<file path="config.mk">
export PLATFORM = sky130hd
export DESIGN_NAME = rsse_scan_engine
export DESIGN_NICKNAME = d
export VERILOG_FILES = /design/src/verilog/rsse_pkg.sv /design/src/verilog/rsse_scan_engine.sv
export VERILOG_INCLUDE_DIRS = /design/src /design/src/verilog
export SDC_FILE = /design/constraint.sdc
export NUM_CORES = 1
export LEC_CHECK = 0
export BUFFER_PORTS_ARGS = -buffer_cell sky130_fd_sc_hd__buf_4
export CORE_MARGIN = 2
export CORE_UTILIZATION = 49
export CTS_CLUSTER_DIAMETER = 80
export DETAILED_ROUTE_END_ITERATION = 8
export PLACE_DENSITY = 0.68
export REMOVE_ABC_BUFFERS = 1
export SLEW_MARGIN = 20
export SYNTH_ARGS = -nofsm -noshare
export SYNTH_HDL_FRONTEND = slang
export SYNTH_SLANG_ARGS = --single-unit
</file>
<file path="constraint.sdc">
create_clock -name clk -period 5.8 [get_ports clk]
set_clock_uncertainty 0.2 [all_clocks]
set_input_delay 0.29 -clock clk [delete_from_list [all_inputs] [get_ports clk]]
set_output_delay 0.29 -clock clk [all_outputs]
set_load 0.02 [all_outputs]
</file>
<file path="src/verilog/rsse_defines.svh">
`ifndef RSSE_DEFINES_SVH
`define RSSE_DEFINES_SVH

// clocks
`define RSSE_SYS_CLK_HZ     250000000
`define RSSE_BUS_CLK_HZ     32768
`define RSSE_BUS_DIV        (`RSSE_SYS_CLK_HZ / `RSSE_BUS_CLK_HZ)

// sampling
`define RSSE_SAMPLE_HZ      400
`define RSSE_MODULO_RESET   16'd81
`define RSSE_SCAN_CYCLES    9'd256
`define RSSE_ARRAY_DEPTH    256

// register offsets
`define RSSE_OFF_CTRL       12'h000
`define RSSE_OFF_MODULO     12'h004
`define RSSE_OFF_MUX_S0     12'h008
`define RSSE_OFF_MUX_S1     12'h00c
`define RSSE_OFF_MUX_OFF    12'h010
`define RSSE_OFF_STATUS     12'h014
`define RSSE_OFF_MASK       12'h018
`define RSSE_OFF_PROGRESS   12'h01c
`define RSSE_OFF_ARRAY      12'h400

// control fields
`define RSSE_CTRL_ENABLE    0
`define RSSE_CTRL_REARM     1

// status fields
`define RSSE_ST_WAKE        0
`define RSSE_ST_CAPTURE     1
`define RSSE_ST_WIDTH       2

// mux byte fields
`define RSSE_MUX_POS_LSB    0
`define RSSE_MUX_NEG_LSB    3
`define RSSE_MUX_SEL_W      3

// reset values of mux bytes
`define RSSE_MUX_S0_RESET   8'h08
`define RSSE_MUX_S1_RESET   8'h19
`define RSSE_MUX_OFF_RESET  8'h3f

`endif

</file>
<file path="src/verilog/rsse_pkg.sv">
package rsse_pkg;

  typedef logic [7:0]  rsse_byte_t;
  typedef logic [11:0] rsse_addr_t;
  typedef logic [31:0] rsse_word_t;

  typedef enum logic [1:0] {
    RSSE_IDLE,
    RSSE_POWERED,
    RSSE_MUX_OFF
  } rsse_phase_t;

  typedef struct packed {
    logic [12:0]  divCnt;
    logic         busTick;
    logic         enable;
    logic         armed;
    logic [15:0]  modulo;
    logic [15:0]  timerCnt;
    rsse_byte_t   muxCfg0;
    rsse_byte_t   muxCfg1;
    rsse_byte_t   muxOffCfg;
    rsse_byte_t   muxSetting;
    logic         compEnable;
    logic         supply;
    logic         sensorSel;
    rsse_phase_t  phase;
    logic [7:0]   wrPtr;
    logic [8:0]   cycles;
    logic [1:0]   status;
    logic [1:0]   mask;
    logic         irq;
    logic         wake;
    rsse_word_t   rdata;
  } rsse_state_t;

endpackage

</file>
<file path="src/verilog/rsse_scan_engine.sv">
// Operation
// - one supply pulse per sampling period
// - pulse lasts one bus clock, comparator on while the mux byte selects two different inputs
// - comparator sampled at end of pulse
// - period set by programmable modulo, overflow
// - modulo defaults to 400 Hz sampling
// - timer counts bus clock regardless of sleep
// - cycles alternate sensor 0 then 1
// - one transfer per trigger event
// - overflow copies sensor mux byte to mux while armed
// - comparator off when both inputs equal
// - supply channel drives sensor supply pin
// - compare event stores comparator status in array
// - results interleaved in one byte array
// - capture completion writes mux off byte
// - wake processor after 256 cycles
`include "rsse_defines.svh"
`timescale 1ns/1ns
`default_nettype none

module rsse_scan_engine #(
  parameter int unsigned BUS_DIV = `RSSE_BUS_DIV
) (
  // clock and reset
  input  wire logic             clk,
  input  wire logic             rst_b,
  // register port
  input  wire rsse_pkg::rsse_addr_t regAddr,
  input  wire rsse_pkg::rsse_word_t regWdata,
  input  wire logic             regWr,
  input  wire logic             regRd,
  output logic [31:0]           regRdata,
  // sensors and comparator
  input  wire logic             compOut,
  output logic                  sensorSupply,
  output logic [7:0]            muxSetting,
  output logic                  compEnable,
  output logic                  sensorSel,
  // processor
  output logic                  wakeUp,
  output logic                  irq
);
  import rsse_pkg::*;

  rsse_state_t st;
  rsse_state_t next_st;
  rsse_byte_t  resultMem [`RSSE_ARRAY_DEPTH];
  logic        memWe;
  logic [1:0]  rstSync;
  logic        rstLocal_b;
  logic [1:0]  compSync;
  logic        compEvent;
  logic        overflowEvent;
  logic [1:0]  statusSet;

  function automatic logic muxValid(input rsse_byte_t m);
    muxValid = m[`RSSE_MUX_POS_LSB +: `RSSE_MUX_SEL_W] !=
               m[`RSSE_MUX_NEG_LSB +: `RSSE_MUX_SEL_W];
  endfunction

  // reset release
  always_ff @(posedge clk or negedge rst_b) begin
    if (!rst_b) begin
      rstSync <= 2'h0;
    end else begin
      rstSync <= {rstSync[0], 1'b1};
    end
  end
  assign rstLocal_b = rstSync[1];

  // comparator level from the analog side
  always_ff @(posedge clk or negedge rstLocal_b) begin
    if (!rstLocal_b) begin
      compSync <= 2'h0;
    end else begin
      compSync <= {compSync[0], compOut};
    end
  end

  always_comb begin
    next_st       = st;
    overflowEvent = 1'b0;
    compEvent     = 1'b0;
    memWe         = 1'b0;
    statusSet     = 2'h0;
    // bus clock enable from divider
    next_st.busTick = 1'b0;
    if (st.divCnt == 13'(BUS_DIV - 1)) begin
      next_st.divCnt  = 13'h0;
      next_st.busTick = 1'b1;
    end else begin
      next_st.divCnt = st.divCnt + 13'h1;
    end
    // sample timer on bus clock
    if (st.enable && st.busTick) begin
      if (st.timerCnt >= st.modulo - 16'h1) begin
        next_st.timerCnt = 16'h0;
        overflowEvent    = 1'b1;
      end else begin
        next_st.timerCnt = st.timerCnt + 16'h1;
      end
      // compare at one bus period after overflow
      compEvent = (st.phase == RSSE_POWERED);
    end
    if (!st.enable) begin
      next_st.timerCnt = 16'h0;
    end
    // supply pulse one bus period long
    if (overflowEvent) begin
      next_st.supply = 1'b1;
    end else if (st.enable && st.busTick && st.supply) begin
      // pulse ends on the next tick even when no transfer is armed
      next_st.supply = 1'b0;
    end
    unique case (st.phase)
      RSSE_IDLE: begin
        if (overflowEvent && st.armed) begin
          // mux-on transfer
          next_st.muxSetting = st.sensorSel ? st.muxCfg1 : st.muxCfg0;
          next_st.phase      = RSSE_POWERED;
        end
      end
      RSSE_POWERED: begin
        if (compEvent) begin
          memWe          = 1'b1;
          next_st.wrPtr  = st.wrPtr + 8'h1;
          statusSet[`RSSE_ST_CAPTURE] = 1'b1;
          next_st.phase  = RSSE_MUX_OFF;
        end
      end
      RSSE_MUX_OFF: begin
        // chained after capture
        next_st.muxSetting = st.muxOffCfg;
        next_st.sensorSel  = ~st.sensorSel;
        next_st.cycles     = st.cycles + 9'h1;
        next_st.phase      = RSSE_IDLE;
        if (st.cycles + 9'h1 == `RSSE_SCAN_CYCLES) begin
          next_st.armed = 1'b0;
          next_st.wake  = 1'b1;
          statusSet[`RSSE_ST_WAKE] = 1'b1;
        end
      end
    endcase
    next_st.compEnable = muxValid(next_st.muxSetting);
    // register writes
    if (regWr) begin
      unique case (regAddr)
        `RSSE_OFF_CTRL: begin
          next_st.enable = regWdata[`RSSE_CTRL_ENABLE];
          if (regWdata[`RSSE_CTRL_REARM]) begin
            next_st.armed     = 1'b1;
            next_st.wrPtr     = 8'h0;
            next_st.cycles    = 9'h0;
            next_st.wake      = 1'b0;
            next_st.sensorSel = 1'b0;
          end
        end
        `RSSE_OFF_MODULO:  next_st.modulo    = regWdata[15:0];
        `RSSE_OFF_MUX_S0:  next_st.muxCfg0   = regWdata[7:0];
        `RSSE_OFF_MUX_S1:  next_st.muxCfg1   = regWdata[7:0];
        `RSSE_OFF_MUX_OFF: next_st.muxOffCfg = regWdata[7:0];
        `RSSE_OFF_MASK:    next_st.mask      = regWdata[1:0];
        default: ;
      endcase
    end
    // reads
    next_st.rdata = 32'h0;
    if (regRd) begin
      if (regAddr[11:10] == 2'h1) begin
        next_st.rdata = {24'h0, resultMem[regAddr[9:2]]};
      end else begin
        unique case (regAddr)
          `RSSE_OFF_CTRL:     next_st.rdata = {30'h0, st.armed, st.enable};
          `RSSE_OFF_MODULO:   next_st.rdata = {16'h0, st.modulo};
          `RSSE_OFF_MUX_S0:   next_st.rdata = {24'h0, st.muxCfg0};
          `RSSE_OFF_MUX_S1:   next_st.rdata = {24'h0, st.muxCfg1};
          `RSSE_OFF_MUX_OFF:  next_st.rdata = {24'h0, st.muxOffCfg};
          `RSSE_OFF_STATUS:   next_st.rdata = {30'h0, st.status};
          `RSSE_OFF_MASK:     next_st.rdata = {30'h0, st.mask};
          `RSSE_OFF_PROGRESS: next_st.rdata = {st.sensorSel, 6'h0, st.cycles,
                                               8'h0, st.wrPtr};
          default: ;
        endcase
      end
    end
    // status read clears, new events win
    if (regRd && regAddr == `RSSE_OFF_STATUS) begin
      next_st.status = statusSet;
    end else begin
      next_st.status = st.status | statusSet;
    end
    next_st.irq = |(next_st.status & next_st.mask);
  end

  always_ff @(posedge clk or negedge rstLocal_b) begin
    if (!rstLocal_b) begin
      st            <= '0;
      st.modulo     <= `RSSE_MODULO_RESET;
      st.muxCfg0    <= `RSSE_MUX_S0_RESET;
      st.muxCfg1    <= `RSSE_MUX_S1_RESET;
      st.muxOffCfg  <= `RSSE_MUX_OFF_RESET;
      st.muxSetting <= `RSSE_MUX_OFF_RESET;
      st.phase      <= RSSE_IDLE;
    end else begin
      st <= next_st;
    end
  end

  // result array, no reset needed
  always_ff @(posedge clk) begin
    if (memWe) begin
      resultMem[st.wrPtr] <= {7'h0, compSync[1]};
    end
  end

  assign regRdata     = st.rdata;
  assign sensorSupply = st.supply;
  assign muxSetting   = st.muxSetting;
  assign compEnable   = st.compEnable;
  assign sensorSel    = st.sensorSel;
  assign wakeUp       = st.wake;
  assign irq          = st.irq;

endmodule

`default_nettype wire

</file>
==> flow_summary_export.csv <==
group,metric,value,unit
yosys,ys_ff_latch,394,
critical_path,worst_r2r_path_depth,13,
route,drc_errors,0,
floorplanning,dieArea,39100,sq um
place,gp_congestion,0.808,
pwr,p_per_area,288,nW/um^2
yosys,async_flop_share,35.0,%
place,dpl-instance-area,18900,sq um
layout,fillers,3056,
clock_tree,htreeDepth,2,
critical_path,timing_worst_setup_path_type,"register to register",
layout,mostFrequentLayoutCells,"nor2_1, edfxtp_1, dfrtp_1",
floorplanning,coreArea,36800,sq um
min_path,holdPathStages,4,
clock_tree,cts_setup_buffers,0,
yosys,yosysTopAreaCellShare,41.8,%
critical_path,cp_num_buf_inv,0,
critical_path,cp_top_family,"simple AND/OR/NAND/NOR gates",
global_routing,grt_max_degree,110,
sta,setup_viol,0,
run,drv_cap,0,
min_path,holdPathEnd,"st[36]",
critical_path,cpMaxStageDelayCell,"o21ai_2",
clock_tree,cts_resized,0,
critical_path,worstReg2RegEnd,"st[103]",
pwr,power_frac_comb,3.6,%
sta,hold_violations,0,
critical_path,worstPathMaxFanout,15,
yosys,ys_types,69,
floorplanning,ios,94,
sta,fin_tns_setup,0,ns
pwr,switchingPower,1260,uW
layout,syn2layout_area_growth,11.3,%
route,wl,42400,um
layout,n_antenna_cell,0,
global_routing,antenna_found_initial,0,
global_routing,grt_pass1_vias,11600,
floorplanning,die_h,198,um
critical_path,r2r_start,"st[113]",
layout,layout.cells.non_filler,1977,
critical_path,crit_required,6.03,ns
route,wl_per_cell,21.5,um
yosys,ys.flop_type,"edfxtp_1",
sta,relSlewSlack,20.1,%
pwr,power.share.clock,45.0,%
clock_tree,cts-root-buf,"clkbuf_16",
clock_tree,cts_tree,"built",
route,first_iter_violations,1042,
min_path,hold_path.startpoint,"regAddr[0]",
layout,fin_area,20500,sq um
route,antenna_left,0,
clock_tree,insertion_delay,0.56,ns
global_routing,grt_overflow,0,
floorplanning,chipWidth,198,um
min_path,hold_path_class,"input port to register",
sta,tightestPinTransition,1.20,ns
clock_tree,cts_made_buffers,42,
global_routing,grt_pass1_wl,66100,um
yosys,synth_area_leader_cell,"edfxtp_1",
clock_tree,clkTransAtPathRegs,0.06,ns
place,dp.cells,1878,
route,drt_pass1_iterations,5,
yosys,syn_inst,1452,
yosys,synth.avg_cell_area,12.7,sq um
critical_path,rrSetupSlack,1.41,ns
pwr,peakVddDrop,0.276,mV
floorplanning,initial_core_util,50.0,%
sta,min_period,4.39,ns
place,io_buffers,71,
layout,fin_util,55.7,%
layout,drive_gt1_share,19.2,%
critical_path,crit_arrival,4.62,ns
yosys,synth-seq-area-share,60.7,%
pwr,p_leak,0.00754,uW
clock_tree,clk_path_buf_depth,3,
clock_tree,cts_sinks,394,
status,status,"finished clean",
sta,rsz0062_at_grt,"false",
critical_path,endpoint_kind,"register",
yosys,yosysWarnings,0,
critical_path,critPathMaxStageDelay,0.61,ns
global_routing,grtUsageTotal,22.2,%
pwr,p_int,4630,uW
place,place_hpwl,25600,um
yosys,synth_edf_count,256,
route,via_per_inst,5.84,
sta,fmax,0.228,GHz
critical_path,path_cells,"nor4_1 -> nand3_1 -> nor2_1 -> xnor2_1 -> ha_1 -> nand4_1 -> a2111oi_0 -> a211oi_1 -> o21ai_2 -> or2_1 -> nor2_1 -> o21ai_0 -> o21ai_0",
floorplanning,placementRows,70,
yosys,syn_area,18400,sq um
pwr,p_seq_share,51.4,%
layout,layout_commonest_cell,"nor2_1",
pwr,sw_frac_of_total,21.4,%
yosys,synthTopCellsByArea,"edfxtp_1, dfrtp_1, mux4_2, nor2_1, dfstp_2",
critical_path,cp-start-kind,"register",
route,vias,11600,
sta,drv_slew,0,
sta,post-route-period-util,75.8,%
layout,layout.nets,1554,
[sequential cells by signal, indices dropped and copies added (netlist names)]
register	flops
wakeUp	1
rstSync	2
irq	1
regRdata	26
st	95
resultMem	256
compSync	2
sensorSupply	1
compEnable	1
muxSetting	8
sensorSel	1
[final cells by class]
| class | instances | area, sq um | area share (%) |
|---|---|---|---|
| inverters | 20 | 75.1 | 0.367 |
| flip-flops and latches | 394 | 11200 | 54.6 |
| clock inverters | 25 | 220 | 1.08 |
| clock buffers | 52 | 1140 | 5.56 |
| repair buffers | 106 | 851 | 4.16 |
| multi-input cells | 912 | 6430 | 31.4 |
| well taps | 468 | 586 | 2.86 |
[metal layers]
| metal | wire [um] | global-route usage, % | up-vias |
|---|---|---|---|
| met5 | 0 | 0 | - |
| met4 | 1050 | 6.46 | 0 |
| met3 | 2390 | 3.54 | 71 |
| met2 | 21000 | 37.7 | 342 |
| met1 | 18000 | 29.7 | 5885 |
| li1 | - | - | 5257 |
[through the flow]
stage	hold slack, ns	setup WS, ns	total power [uW]
after floorplan	-0.206	1.50	3180
after global placement	-0.128	1.55	3280
after detailed placement	-0.125	1.43	3280
after CTS	0.0206	1.42	5940
after global routing	0.0577	0.934	6070
final	0.0219	1.41	5890
[synth_stat cells, types with 20 or more instances]
cell	instances
nor2_1	327
edfxtp_1	256
dfrtp_1	119
nand2_1	61
mux4_2	57
clkbuf_1	55
nand3_1	52
buf_4	47
mux2_2	43
o21ai_0	39
ha_1	29
xnor2_1	25
and2_1	24
a21oi_1	23
mux2i_1	23
nand4_1	20
xor2_1	20
[cell families after synthesis]
family                     after synthesis  share of synthesized area [%]
other                                    2                         0.0408
buffers and inverters                  151                           4.44
xor gates and xnor gates                45                           2.14
DFF                                    394                           60.7
adders and majority gates               29                           1.97
AOI/OAI and AO/OA                      143                           5.20
and+or+nand+nor                        557                           13.5
muxes                                  131                           12.0
[power groups by stage]
stage                     clock, uW  sequential (uW)  combinational [uW]
final                          2650             3020                 212
after global routing           2820             3030                 230
after CTS                      2700             3030                 215
after detailed placement          0             3080                 202
after global placement            0             3080                 199
after floorplan                   0             3090                90.2
[how the worst max path moves through the flow]
stage          cells past startpoint  slack (ns)       start         end
2_1_floorplan                      0        1.50  rstSync[1]  compEnable
3_3_place_gp                      13        1.55     st[113]      st[97]
3_5_place_dp                      13        1.43     st[113]     st[103]
4_1_cts                           13        1.42     st[111]     st[103]
5_1_grt                           13        0.93     st[113]      st[96]
6_report                          13        1.41     st[113]     st[103]
[worst min-delay path, delay by kind of cell]
kind                   cells  cell delay (ns)
AOI/OAI and AO/OA          1             0.14
buffers and inverters      1             0.10
and+or+nand+nor            2             0.20
[repair_timing]
action                                  in CTS  in global routing
endpoints found under the setup margin       0                  0
hold buffers                                22                  0
hold endpoints to repair                    50                  0
Power figures use the tool's default switching activity.
